## src/shared/drc_pkg.sv

```systemverilog
/*
 * Constants and types shared by the dual rheostat code control block.
 * Assumes one 200 MHz clock; all widths are fixed.
 */
package drc_pkg;

	// ------------------------------------------------------------
	// code and channel geometry
	// ------------------------------------------------------------
	localparam int            CHANNELS  = 2;
	localparam int            CODE_W    = 10;
	localparam int            PAT_W     = 8;
	localparam int            PAD_W     = CODE_W - PAT_W;
	localparam logic [CODE_W-1:0] CODE_MAX  = 10'h3FF;
	localparam logic [CODE_W-1:0] CODE_MIN  = 10'h000;
	localparam logic [CODE_W-1:0] CODE_ONE  = 10'h001;
	// highest resistance until the first load
	localparam logic [CODE_W-1:0] CODE_RESET = CODE_MAX;
	localparam logic [CODE_W-1:0] SETPOINT_RESET = 10'h000;
	localparam logic [PAD_W-1:0]  PAD_ZERO  = 2'h0;

	// ------------------------------------------------------------
	// tolerance word
	// ------------------------------------------------------------
	localparam int            TOL_W        = 16;
	localparam int            TOL_SIGN_BIT = 15;
	localparam int            TOL_MAG_W    = 15;
	localparam logic [TOL_W-1:0] TOL_RESET = 16'h0000;
	// non-volatile locations of the two tolerance words
	localparam logic [7:0]    NVM_TOL_FIRST = 8'h95;
	localparam logic [7:0]    NVM_TOL_LAST  = 8'h98;

	// ------------------------------------------------------------
	// field values of the mode bits
	// ------------------------------------------------------------
	localparam logic POL_DEFAULT    = 1'h0;
	localparam logic MAP_FROM_MSB   = 1'h0;
	localparam logic MODE_POT       = 1'h1;

	// ------------------------------------------------------------
	// timing
	// ------------------------------------------------------------
	localparam int CLOCK_MHZ           = 200;
	localparam int COUNT_CLOCK_MAX_MHZ = 25;
	// matrix inputs are synchronised, each edge costs this many cycles
	localparam int SYNC_STAGES         = 2;

	// ------------------------------------------------------------
	// power-on sequence
	// ------------------------------------------------------------
	typedef enum logic [2:0] {
		ST_WAIT = 3'h1,
		ST_LOAD = 3'h2,
		ST_RUN  = 3'h4
	} drc_init_t;

endpackage : drc_pkg

```

## src/rtl/drc_channel.sv

```systemverilog
/*
 * One rheostat code counter with saturation and a limit flag.
 * Assumes all event inputs are one-cycle pulses on the same clock.
 */
`timescale 1ns/1ps

module drc_channel (
	input  wire logic                      clock,
	input  wire logic                      nrst,
	input  wire logic                      initLoad,
	input  wire logic [drc_pkg::CODE_W-1:0] initCode,
	input  wire logic                      reloadHit,
	input  wire logic                      patternSel,
	input  wire logic [drc_pkg::CODE_W-1:0] patternCode,
	input  wire logic                      updateHit,
	input  wire logic [drc_pkg::CODE_W-1:0] updateCode,
	input  wire logic                      stepHit,
	input  wire logic                      stepUp,
	input  wire logic                      forceOn,
	input  wire logic [drc_pkg::CODE_W-1:0] forceCode,
	output logic      [drc_pkg::CODE_W-1:0] code,
	output logic                           limit
);

	// ------------------------------------------------------------
	// next code, priority order
	// ------------------------------------------------------------
	logic [drc_pkg::CODE_W-1:0] next_code;

	always_comb begin
		next_code = code;
		if (initLoad) begin
			next_code = initCode;
		end else if (forceOn) begin
			next_code = forceCode;
		end else if (updateHit) begin
			// bus write wins over a coinciding reload
			next_code = updateCode;
		end else if (reloadHit) begin
			if (patternSel) begin
				next_code = patternCode;
			end else begin
				next_code = initCode;
			end
		end else if (stepHit) begin
			// stepping also runs in pattern mode
			if (stepUp && code != drc_pkg::CODE_MAX) begin
				next_code = code + drc_pkg::CODE_ONE;
			end else if (!stepUp && code != drc_pkg::CODE_MIN) begin
				next_code = code - drc_pkg::CODE_ONE;
			end
		end
	end

	// ------------------------------------------------------------
	// state
	// ------------------------------------------------------------
	always_ff @(posedge clock or negedge nrst) begin
		if (!nrst) begin
			code <= drc_pkg::CODE_RESET;
		end else begin
			code <= next_code;
		end
	end

	always_ff @(posedge clock or negedge nrst) begin
		if (!nrst) begin
			limit <= 1'b1;
		end else begin
			limit <= (next_code == drc_pkg::CODE_MAX) ||
				(next_code == drc_pkg::CODE_MIN);
		end
	end

endmodule : drc_channel

```

## src/rtl/drc_top.sv

```systemverilog
/*
 * Dual rheostat code control: two saturating 10-bit code counters,
 * setpoint, readback and tolerance registers, potentiometer mode,
 * pattern reload and power-on loading.
 * Assumes: counting clocks, directions and reload lines come from the
 * routing matrix asynchronously; the serial-bus slave, the non-volatile
 * loader and the pattern generator run on this clock.
 */
// Contract
// - each rheostat has a 10-bit code, 1024 positions, resistance rises with code
// - power-on copies stored initial code into setpoint and counter
// - live counter value is shown in a read-only readback register
// - terminals stay disconnected until power-on loading is finished
// - a bus write to a setpoint replaces the counter value
// - count clock rising edge steps up on direction high, down on low
// - polarity bit one inverts the meaning of the direction input
// - reload rising edge restores stored code into setpoint and counter
// - with pattern drive the reload edge loads pattern data instead
// - counter saturates at 0x3FF going up and 0x00 going down
// - limit flag is high while the code is at maximum or minimum
// - potentiometer mode forces second code to inverse of first setpoint
// - alignment bit places the 8-bit pattern word high or low
// - tolerance word: bit 15 sign, 15-bit magnitude, from nvm
// - host may read and write the rheostat registers unless protected
// - a setpoint write reaches the counter at the bus stop condition
// - pattern path acts only while its enable bit is one
// - clocked counting still works while pattern drive is on
`timescale 1ns/1ps

module drc_top (
	input  wire logic                          clock,
	input  wire logic                          nrst,
	// non-volatile loader
	input  wire logic                          nvmReady,
	input  wire logic [drc_pkg::CODE_W-1:0]    nvmInitCode0,
	input  wire logic [drc_pkg::CODE_W-1:0]    nvmInitCode1,
	input  wire logic [drc_pkg::TOL_W-1:0]     nvmTolerance0,
	input  wire logic [drc_pkg::TOL_W-1:0]     nvmTolerance1,
	// serial-bus register writes
	input  wire logic                          setpointWrite0,
	input  wire logic                          setpointWrite1,
	input  wire logic [drc_pkg::CODE_W-1:0]    setpointWdata,
	input  wire logic                          toleranceWrite0,
	input  wire logic                          toleranceWrite1,
	input  wire logic [drc_pkg::TOL_W-1:0]     toleranceWdata,
	input  wire logic                          busStop,
	input  wire logic                          writeProtect,
	// configuration bits
	input  wire logic                          directionPolarity0,
	input  wire logic                          directionPolarity1,
	input  wire logic                          pairPotentiometerSelect,
	input  wire logic                          patternWordAlignment,
	input  wire logic                          rheostatEnable0,
	input  wire logic                          rheostatEnable1,
	input  wire logic                          patternPathEnable0,
	input  wire logic                          patternPathEnable1,
	// pattern generator
	input  wire logic [drc_pkg::PAT_W-1:0]     patternData,
	// routing matrix
	input  wire logic                          countClock0,
	input  wire logic                          countClock1,
	input  wire logic                          countDirection0,
	input  wire logic                          countDirection1,
	input  wire logic                          restorePulse0,
	input  wire logic                          restorePulse1,
	// results
	output logic      [drc_pkg::CODE_W-1:0]    codeSetpoint0,
	output logic      [drc_pkg::CODE_W-1:0]    codeSetpoint1,
	output logic      [drc_pkg::CODE_W-1:0]    codeReadback0,
	output logic      [drc_pkg::CODE_W-1:0]    codeReadback1,
	output logic      [drc_pkg::TOL_MAG_W-1:0] toleranceMagnitude0,
	output logic      [drc_pkg::TOL_MAG_W-1:0] toleranceMagnitude1,
	output logic                               toleranceSign0,
	output logic                               toleranceSign1,
	output logic                               firstLimitFlag,
	output logic                               secondLimitFlag,
	output logic                               terminalConnect0,
	output logic                               terminalConnect1,
	output logic                               initDone
);

	localparam int N = drc_pkg::CHANNELS;
	localparam int W = drc_pkg::CODE_W;

	// ------------------------------------------------------------
	// per-channel views of the ports
	// ------------------------------------------------------------
	logic [N-1:0]              rawClock;
	logic [N-1:0]              rawDir;
	logic [N-1:0]              rawRestore;
	logic [N-1:0]              polarity;
	logic [N-1:0]              enable;
	logic [N-1:0]              patternSel;
	logic [N-1:0]              spWrite;
	logic [N-1:0]              tolWrite;
	logic [W-1:0]              initCode   [N];
	logic [drc_pkg::TOL_W-1:0] nvmTol     [N];

	assign rawClock   = {countClock1, countClock0};
	assign rawDir     = {countDirection1, countDirection0};
	assign rawRestore = {restorePulse1, restorePulse0};
	assign polarity   = {directionPolarity1, directionPolarity0};
	assign enable     = {rheostatEnable1, rheostatEnable0};
	assign patternSel = {patternPathEnable1, patternPathEnable0};
	assign spWrite    = {setpointWrite1, setpointWrite0};
	assign tolWrite   = {toleranceWrite1, toleranceWrite0};
	assign initCode[0] = nvmInitCode0;
	assign initCode[1] = nvmInitCode1;
	assign nvmTol[0]   = nvmTolerance0;
	assign nvmTol[1]   = nvmTolerance1;

	// ------------------------------------------------------------
	// power-on sequence
	// ------------------------------------------------------------
	drc_pkg::drc_init_t state;
	drc_pkg::drc_init_t next_state;
	logic               initLoad;
	logic               running;

	always_comb begin
		next_state = state;
		unique case (state)
			drc_pkg::ST_WAIT: begin
				if (nvmReady) begin
					next_state = drc_pkg::ST_LOAD;
				end
			end
			drc_pkg::ST_LOAD: begin
				next_state = drc_pkg::ST_RUN;
			end
			drc_pkg::ST_RUN: begin
				next_state = drc_pkg::ST_RUN;
			end
			default: begin
				next_state = drc_pkg::ST_WAIT;
			end
		endcase
	end

	always_ff @(posedge clock or negedge nrst) begin
		if (!nrst) begin
			state <= drc_pkg::ST_WAIT;
		end else begin
			state <= next_state;
		end
	end

	assign initLoad = (state == drc_pkg::ST_LOAD);
	assign running  = (state == drc_pkg::ST_RUN);

	always_ff @(posedge clock or negedge nrst) begin
		if (!nrst) begin
			initDone <= 1'b0;
		end else begin
			initDone <= (next_state == drc_pkg::ST_RUN);
		end
	end

	// ------------------------------------------------------------
	// matrix input synchronisers and edge detection
	// ------------------------------------------------------------
	// the matrix counting clock is sampled, not used as a clock, so its
	// rate is bounded by the sampling; direction must be stable about
	// two cycles around each counting edge
	logic [3*N-1:0] syncIn;
	logic [3*N-1:0] syncA;
	logic [3*N-1:0] syncB;
	logic [3*N-1:0] syncC;
	logic [N-1:0]   clockRise;
	logic [N-1:0]   restoreRise;
	logic [N-1:0]   dirLevel;

	assign syncIn = {rawRestore, rawDir, rawClock};

	genvar s;
	generate
		for (s = 0; s < 3 * N; s++) begin : g_sync
			always_ff @(posedge clock or negedge nrst) begin
				if (!nrst) begin
					syncA[s] <= 1'b0;
					syncB[s] <= 1'b0;
					syncC[s] <= 1'b0;
				end else begin
					syncA[s] <= syncIn[s];
					syncB[s] <= syncA[s];
					syncC[s] <= syncB[s];
				end
			end
		end
	endgenerate

	assign clockRise   = syncB[N-1:0] & ~syncC[N-1:0];
	assign dirLevel    = syncB[2*N-1:N];
	assign restoreRise = syncB[3*N-1:2*N] & ~syncC[3*N-1:2*N];

	// ------------------------------------------------------------
	// pattern word mapping
	// ------------------------------------------------------------
	logic [W-1:0] patternCode;

	always_comb begin
		if (patternWordAlignment == drc_pkg::MAP_FROM_MSB) begin
			patternCode = {patternData, drc_pkg::PAD_ZERO};
		end else begin
			patternCode = {drc_pkg::PAD_ZERO, patternData};
		end
	end

	// ------------------------------------------------------------
	// channels
	// ------------------------------------------------------------
	logic [W-1:0]              setpoint      [N];
	logic [W-1:0]              next_setpoint [N];
	logic [W-1:0]              code          [N];
	logic [drc_pkg::TOL_W-1:0] tolerance     [N];
	logic [N-1:0]              pending;
	logic [N-1:0]              limit;
	logic [N-1:0]              connect;
	logic [N-1:0]              wrOk;
	logic [N-1:0]              reloadHit;
	logic [N-1:0]              updateHit;
	logic [N-1:0]              stepHit;
	logic [N-1:0]              stepUp;
	logic                      potMode;

	assign potMode = (pairPotentiometerSelect == drc_pkg::MODE_POT);

	genvar i;
	generate
		for (i = 0; i < N; i++) begin : g_ch
			logic forceOn;

			// second setpoint is locked to the inverse of the first in pot mode
			assign forceOn = potMode && (i == 1) && running;
			assign wrOk[i] = spWrite[i] && running && !writeProtect &&
				!forceOn;
			assign reloadHit[i] = restoreRise[i] && running;
			assign updateHit[i] = busStop && (pending[i] || wrOk[i]) &&
				running;
			// count step is dropped when a load of any kind lands
			assign stepHit[i] = clockRise[i] && running &&
				!reloadHit[i] && !updateHit[i];
			assign stepUp[i] = (polarity[i] == drc_pkg::POL_DEFAULT) ?
				dirLevel[i] : !dirLevel[i];

			always_comb begin
				next_setpoint[i] = setpoint[i];
				if (initLoad) begin
					next_setpoint[i] = initCode[i];
				end else if (forceOn) begin
					next_setpoint[i] = ~next_setpoint[0];
				end else if (wrOk[i]) begin
					next_setpoint[i] = setpointWdata;
				end else if (reloadHit[i] && !patternSel[i]) begin
					next_setpoint[i] = initCode[i];
				end
			end

			always_ff @(posedge clock or negedge nrst) begin
				if (!nrst) begin
					setpoint[i] <= drc_pkg::SETPOINT_RESET;
				end else begin
					setpoint[i] <= next_setpoint[i];
				end
			end

			// a write waits for the stop; a new write in the stop cycle
			// is applied at once, so clearing then loses nothing
			always_ff @(posedge clock or negedge nrst) begin
				if (!nrst) begin
					pending[i] <= 1'b0;
				end else if (busStop || !running) begin
					pending[i] <= 1'b0;
				end else if (wrOk[i]) begin
					pending[i] <= 1'b1;
				end
			end

			always_ff @(posedge clock or negedge nrst) begin
				if (!nrst) begin
					tolerance[i] <= drc_pkg::TOL_RESET;
				end else if (initLoad) begin
					tolerance[i] <= nvmTol[i];
				end else if (tolWrite[i] && running && !writeProtect) begin
					tolerance[i] <= toleranceWdata;
				end
			end

			always_ff @(posedge clock or negedge nrst) begin
				if (!nrst) begin
					connect[i] <= 1'b0;
				end else begin
					connect[i] <= (next_state == drc_pkg::ST_RUN) &&
						enable[i];
				end
			end

			drc_channel u_channel (
				.clock       (clock),
				.nrst        (nrst),
				.initLoad    (initLoad),
				.initCode    (initCode[i]),
				.reloadHit   (reloadHit[i]),
				.patternSel  (patternSel[i]),
				.patternCode (patternCode),
				.updateHit   (updateHit[i]),
				.updateCode  (next_setpoint[i]),
				.stepHit     (stepHit[i]),
				.stepUp      (stepUp[i]),
				.forceOn     (forceOn),
				.forceCode   (~next_setpoint[0]),
				.code        (code[i]),
				.limit       (limit[i])
			);
		end
	endgenerate

	// ------------------------------------------------------------
	// outputs
	// ------------------------------------------------------------
	assign codeSetpoint0       = setpoint[0];
	assign codeSetpoint1       = setpoint[1];
	assign codeReadback0       = code[0];
	assign codeReadback1       = code[1];
	assign toleranceSign0      = tolerance[0][drc_pkg::TOL_SIGN_BIT];
	assign toleranceSign1      = tolerance[1][drc_pkg::TOL_SIGN_BIT];
	assign toleranceMagnitude0 = tolerance[0][drc_pkg::TOL_MAG_W-1:0];
	assign toleranceMagnitude1 = tolerance[1][drc_pkg::TOL_MAG_W-1:0];
	assign firstLimitFlag      = limit[0];
	assign secondLimitFlag     = limit[1];
	assign terminalConnect0    = connect[0];
	assign terminalConnect1    = connect[1];

endmodule : drc_top

```

## config.mk

```make
export PLATFORM = sky130hd
export DESIGN_NAME = drc_top
export DESIGN_NICKNAME = d
export VERILOG_FILES = /design/src/shared/drc_pkg.sv /design/src/rtl/drc_channel.sv /design/src/rtl/drc_top.sv
export SDC_FILE = /design/constraint.sdc
export NUM_CORES = 1
export LEC_CHECK = 0
export BUFFER_PORTS_ARGS = -buffer_cell sky130_fd_sc_hd__buf_2
export CORE_AREA = 5 5 114 116
export DETAILED_ROUTE_END_ITERATION = 8
export DIE_AREA = 0 0 119 121
export PLACE_DENSITY = 0.88
export SYNTH_ARGS = -nofsm -noshare
export SYNTH_HDL_FRONTEND = slang
export SYNTH_SLANG_ARGS = --single-unit
export TNS_END_PERCENT = 50
```

## constraint.sdc

```tcl
create_clock -name clock -period 4.6 [get_ports clock]
set_clock_uncertainty 0.15 [all_clocks]
set_input_delay 0.69 -clock clock [delete_from_list [all_inputs] [get_ports clock]]
set_output_delay 0.69 -clock clock [all_outputs]
set_load 0.005 [all_outputs]
```

# Yosys cells after proc, flatten, opt, wreduce, memory -nomap -nowiden
# Cells that the tools add are included.
[word_totals] output_inout_bits=77 inputBits=109 ff_bits=98 wordCells=139
[classes] bitwise=5 mux=35 eq_ne=8 add_sub_neg=4 n_reduce_logical=57
[ops] operator="two-way mux 10 bit" count=23
[ops] operator="two-way mux 16 bit" count=4
[ops] operator="logical AND 1 bit" count=30
[ops] operator="adder 10 x 1 -> 10 bit (second input constant)" count=2
[ops] operator="equality test 10 bit (second input constant)" count=2
[ops] operator="zero test 10 bit" count=2
[ops] operator="!= test 10 bit (second input constant)" count=2
[ops] operator="nonzero test 10 bit" count=2
[ops] operator="subtractor 10 x 1 -> 10 bit (second input constant)" count=2
[ops] operator="zero test 1 bit" count=13
[ops] operator="NOT 10 bit" count=1
[ops] operator="nonzero test 2 bit" count=4
[ops] operator="equality test 3 bit (second input constant)" count=2
[ops] operator="two-way mux 1 bit" count=6
[ops] operator="case mux 3 bit (2 select lines)" count=1
[ops] operator="logical OR 1 bit" count=5
[ops] operator="AND 2 bit" count=2
[ops] operator="NOT 2 bit" count=2
[ops] operator="equality test 3 x 1 -> 1 bit (second input constant)" count=1
[ops] operator="equality test 3 x 2 -> 1 bit (second input constant)" count=1
[ops] operator="two-way mux 3 bit" count=1
[ops] operator="OR reduction 2 bit" count=1

# Logic depth before layout (Yosys ltp)
[logic_depth] word_depth=16 depth_mapped=12 ltp_nobuf=11

# By module
# Synthesis repeated with hierarchy kept, for this count alone.
[hier_totals] hier_cells=749 area_unflattened_um2=6720.2
[by_module_without_submodules] mod="drc_top" area_each_um2=3771.1 seq_area_each_um2=1903.1 instances=1 cells_per_inst=364
[by_module_without_submodules] mod="drc_channel (g_ch[0].u_channel)" area_each_um2=1488.9 seq_area_each_um2=289.0 instances=1 cells_per_inst=194
[by_module_without_submodules] mod="drc_channel (g_ch[1].u_channel)" area_each_um2=1460.2 seq_area_each_um2=289.0 instances=1 cells_per_inst=191

# Least setup slack after synthesis
# Ideal clock, no wire load.
[synth_path] path_kind="input port to flip-flop" start="input patternPathEnable1" end="register g_ch[1].u_channel.limit" setup_ns=0.097 arrival_ns=3.333 cell_stages=10 path_buffers=2 path_slack_ns=1.020 t_required_ns=4.353 cell_sequence="clkbuf_1 > or3b_2 > clkbuf_1 > nor2_1 > mux2i_1 > a21oi_1 > a211o_1 > o221a_2 > or4_1 > o41ai_2"
[synth_via] elab_chain_cells=11 elab_cells_between_ends=14 classes_between="eq/ne: 1; mux: 9; reduce/logical: 4"
[synth_rtl] item="start, declared" line_no="drc_top.sv:56" text="input wire logic patternPathEnable1,"
[synth_rtl] item="zero test 1 bit" line_no="drc_top.sv:254" text="end else if (reloadHit[i] && !patternSel[i]) begin"
[synth_rtl] item="logical AND 1 bit" line_no="drc_top.sv:254"
[synth_rtl] item="two-way mux 10 bit" line_no="drc_top.sv:254"
[synth_rtl] item="two-way mux 10 bit" line_no="drc_top.sv:252" text="end else if (wrOk[i]) begin"
[synth_rtl] item="two-way mux 10 bit" line_no="drc_top.sv:250" text="end else if (forceOn) begin"
[synth_rtl] item="two-way mux 10 bit" line_no="drc_top.sv:248" text="if (initLoad) begin"
[synth_rtl] item="two-way mux 10 bit *" line_no="drc_channel.sv:36" text="end else if (updateHit) begin"
[synth_rtl] item="two-way mux 10 bit *" line_no="drc_channel.sv:34" text="end else if (forceOn) begin"
[synth_rtl] item="two-way mux 10 bit *" line_no="drc_channel.sv:32" text="if (initLoad) begin"
[synth_rtl] item="net g_ch[1].u_channel.next_code, one bit" line_no="drc_channel.sv:28" text="logic [drc_pkg::CODE_W-1:0] next_code;"
[synth_rtl] item="equality test 10 bit / zero test 10 bit (equally long branches)" line_no="drc_channel.sv:70, drc_channel.sv:71"
[synth_rtl] item="logical OR 1 bit *" line_no="drc_channel.sv:70" text="limit <= (next_code == drc_pkg::CODE_MAX) ||"
[synth_rtl] item="end signal, assigned" line_no="drc_channel.sv:70"
[synth_rtl] item="end, declared" line_no="drc_channel.sv:22" text="output logic limit"
# Mark *: on every way through the listed nets, which the timed path passes. The rest lies on a longest branch.
# A chain may end at the register's enable or synchronous reset.

# Final worst setup path
[layout_path] start="register state[1]" end="register g_ch[1].u_channel.limit"
[layout_via] elab_chain_cells=16 elab_cells_between_ends=37 classes_between="eq/ne: 3; mux: 12; bitwise: 1; reduce/logical: 21"
[layout_rtl] item="start, declared" line_no="drc_top.sv:115" text="drc_pkg::drc_init_t state;"
[layout_rtl] item="start signal, assigned" line_no="drc_top.sv:142" text="state <= drc_pkg::ST_WAIT;"
[layout_rtl] item="start signal, assigned" line_no="drc_top.sv:144" text="state <= next_state;"
[layout_rtl] item="equality test 3 bit" line_no="drc_top.sv:149" text="assign running = (state == drc_pkg::ST_RUN);"
[layout_rtl] item="logical AND 1 bit (on tied branches)" line_no="drc_top.sv:235, drc_top.sv:234"
[layout_rtl] item="logical AND 1 bit / zero test 1 bit (equally long branches)" line_no="drc_top.sv:235, drc_top.sv:236"
[layout_rtl] item="logical AND 1 bit" line_no="drc_top.sv:235" text="assign wrOk[i] = spWrite[i] && running && !writeProtect &&"
[layout_rtl] item="logical OR 1 bit" line_no="drc_top.sv:238" text="assign updateHit[i] = busStop && (pending[i] || wrOk[i]) &&"
[layout_rtl] item="logical AND 1 bit (2 in series)" line_no="drc_top.sv:238"
[layout_rtl] item="zero test 1 bit" line_no="drc_top.sv:242" text="!reloadHit[i] && !updateHit[i];"
[layout_rtl] item="logical AND 1 bit" line_no="drc_top.sv:242"
[layout_rtl] item="two-way mux 10 bit" line_no="drc_channel.sv:45" text="end else if (stepHit) begin"
[layout_rtl] item="two-way mux 10 bit" line_no="drc_channel.sv:39" text="end else if (reloadHit) begin"
[layout_rtl] item="two-way mux 10 bit" line_no="drc_channel.sv:36"
[layout_rtl] item="two-way mux 10 bit" line_no="drc_channel.sv:34"
[layout_rtl] item="two-way mux 10 bit *" line_no="drc_channel.sv:32"
[layout_rtl] item="equality test 10 bit / zero test 10 bit (equally long branches)" line_no="drc_channel.sv:70, drc_channel.sv:71"
[layout_rtl] item="logical OR 1 bit *" line_no="drc_channel.sv:70"
# Mark *: on every way between the ends. The rest lies on a longest branch, timed or not.

==> impl_metrics.toml <==
[status]
status = "finished, final reports clean"

[global_route]
overflow = 0
antenna_found_initial = 1
grt_pass1_vias = 5994
grt_max_degree = 83
grt_usage_pct = 26.7
grt_pass1_wl_um = 30900

[worst_setup_path]
end_kind = "register"
crit_chain = "or3b_1 -> a2111oi_4 -> and4_1 -> nor2_1 -> a311o_1 -> a21oi_2 -> nand3_1 -> or4_1 -> o41ai_2"
worst-setup-path-type = "reg2reg"
start_kind = "register"
worstPathArrival_ns = 3.81
cp_slowest_cell = "a2111oi_4"
cpPeakStageDelay_ns = 0.62
cp_max_fo = 12
cp_data_required_time_ns = 4.71

[drt]
first_pass_iters = 5
ant_nets = 0
vias = 6362
drt-wirelength-per-cell_um = 19.5
drt_iter0_drc = 802
routed_wl_um = 19700
via_per_inst = 6.28
drc = 0

[floorplanning]
start_util_pct = 51.3
die_h_um = 121
row_count = 40
dieArea_um2 = 14400
fp.dieW_um = 119
ioPinCount = 186
core_um2 = 11800

[final_layout]
stdcell_area_um2 = 7360
diodes = 0
fin_cells = 1013
nets = 974
syn_to_final_growth_pct = 21.5
drive_gt1_share_pct = 29.0

[clock_tree]
cts_tree = "built"
cts.sinks = 98
insertion_delay_ns = 0.35
path_clk_slew_ns = 0.08
root_buffer = "clkbuf_16"
clockBufferDepth = 2
cts_resized = 0
htree_levels = 3
cts_hold_buf = 0
cts_buffers = 9
cts_setup_buffers = 0

[power]
seq_power_share_pct = 39.9
powerDensity_nw_per_um2 = 540
power.switching_mw = 1.62
p_leak_nw = 3.46
internal_power_mw = 2.35
combinationalPowerShare_pct = 41.6
p_clk_share_pct = 18.5
max-vdd-ir-drop_uv = 259
power_mw = 3.97
p_sw_share_pct = 40.8

[yosys]
ys.flop_type = "dfrtp_1"
yosys_warnings = 0
synth-seq-cells = 98
yosys-top-cells-area = "dfrtp_1 31%, dfstp_2 10%, mux2i_1 7.4%"
syn-num-nets = 810
synth_most_common_cell = "nand2_1"
syn_area_per_cell_um2 = 8.69
ys_top_cells_by_count = "90 x nand2_1, 75 x dfrtp_1, 73 x o21ai_0"
synth_top_area_share_pct = 31.0
synth_edf_count = 0
seq_area_frac_synth_pct = 41.0
netlist_instances = 697
synthArstFlopShare_pct = 100
ys_types = 75
synth_top_cell_by_area = "dfrtp_1"
syn_area_um2 = 6060

[timing]
finalSetupViolations = 0
min_period_over_period_pct = 80.4
slew_headroom_pct = 36.8
drv_slew = 0
rsz0062_at_grt = "false"
finalCriticalPeriod_ns = 3.70
fmax_mhz = 270
tightestPinTransition_ns = 0.946
fin_setup_tns_ns = 0
final-hold-violation-count = 0

[worst_hold_path]
hp-class = "reg2reg"

[placed_design]
hpwlAfterDp_um = 15100
place.gp.congestion = 1.02
post_dp_cell_area_um2 = 7070
io_buffers = 185
dpl.cell_count = 997

[flow_run]
drv_cap = 0
## state kept, by name (all words and copies together) (netlist names), 2 cells and up
name / cells
state: 3
codeSetpoint0: 10
g_ch.u_channel.code: 20
syncB: 4
toleranceMagnitude0: 15
codeSetpoint1: 10
pending: 2
syncC: 4
syncA: 6
dirLevel: 2
toleranceMagnitude1: 15
g_ch.u_channel.limit: 2
## power by group through the flow
stage	combinational [mW]	sequential, mW	clock [mW]
finish	1.65	1.58	0.736
global route	1.82	1.63	0.784
CTS	1.64	1.57	0.750
detailed placement	1.64	1.58	0
global placement	1.60	1.59	0
floorplan	0.991	1.50	0
## placed cells by master (no fill, tap or decap), drive strengths merged, types with 5 or more instances in the layout
| master | synthesis | final |
|---|---|---|
| o31ai | 7 | 7 |
| nor2b | 5 | 5 |
| and2 | 7 | 7 |
| dfrtp | 75 | 75 |
| or2 | 6 | 6 |
| a21oi | 36 | 36 |
| nor2 | 54 | 54 |
| or3b | 5 | 5 |
| a31oi | 15 | 15 |
| a221oi | 5 | 5 |
| nand2 | 90 | 90 |
| and3 | 10 | 10 |
| nand4 | 12 | 12 |
| nand2b | 8 | 8 |
| nand3 | 28 | 28 |
| or3 | 5 | 5 |
| a211oi | 7 | 7 |
| inv | 19 | 21 |
| xor2 | 6 | 6 |
| buf | 5 | 192 |
| clkbuf | 34 | 9 |
| o21ai | 73 | 73 |
| mux2i | 45 | 45 |
| nor3 | 16 | 16 |
| dfstp | 23 | 23 |
| nor3b | 6 | 6 |
| xnor2 | 6 | 6 |
## area by class of cell
class                      count  area, um^2
inverter                      19        71.3
multi-input combinational    541        3350
clock buffer                   9         225
fill                        1025        4450
timing repair buffer         192         981
tap                          147         184
clock inverter                 7        62.6
sequential                    98        2480
## layer usage
metal,vias up,track usage (%),routed length (um)
li1,2912,-,-
met1,2999,36.3,8050
met4,2,10.4,604
met5,-,0,11
met3,53,7.88,2320
met2,396,40.1,8750
## logic make-up after synthesis
logic type / share of synthesized area, %
mux: 7.44
simple gates: 22.5
fa+ha+maj: 0.826
buf+inv: 3.76
xor+xnor: 1.74
flops: 41.0
compound gates: 22.8
## final timing paths
kind                                                        to  cells past startpoint                from  slack, ns
min in group asynchronous           terminalConnect1$_DFF_PN0_                      1                nrst       0.28
max in group asynchronous  g_ch[0].u_channel.code[7]$_DFF_PN1_                      2                nrst       3.03
setup reg to reg             g_ch[1].u_channel.limit$_DFF_PN1_                      9  state[1]$_DFF_PN0_       0.90
setup / recovery             g_ch[1].u_channel.limit$_DFF_PN1_                      9  state[1]$_DFF_PN0_       0.90
hold reg to reg                          dirLevel[0]$_DFF_PN0_                      0  syncA[2]$_DFF_PN0_       0.20
hold / removal                           dirLevel[0]$_DFF_PN0_                      0  syncA[2]$_DFF_PN0_       0.20
## through the flow
step / hold WS (ns) / utilization, % / setup slack (ns)
finish: 0.200 / 62.3 / 0.900
global route: 0.211 / 62.3 / 0.694
CTS: 0.203 / 62.3 / 0.955
detailed placement: 0.187 / 59.9 / 0.899
global placement: 0.182 / 59.9 / 0.996
floorplan: 0.181 / - / 1.02
## worst max-delay path: cells and delay by family, from the launching register on
| kind | cells | cell delay [ns] |
|---|---|---|
| DFF | 1 | 0.43 |
| AOI/OAI and AO/OA | 4 | 1.37 |
| and+or+nand+nor | 5 | 1.65 |
No activity file was read; power rests on OpenSTA's default activity.
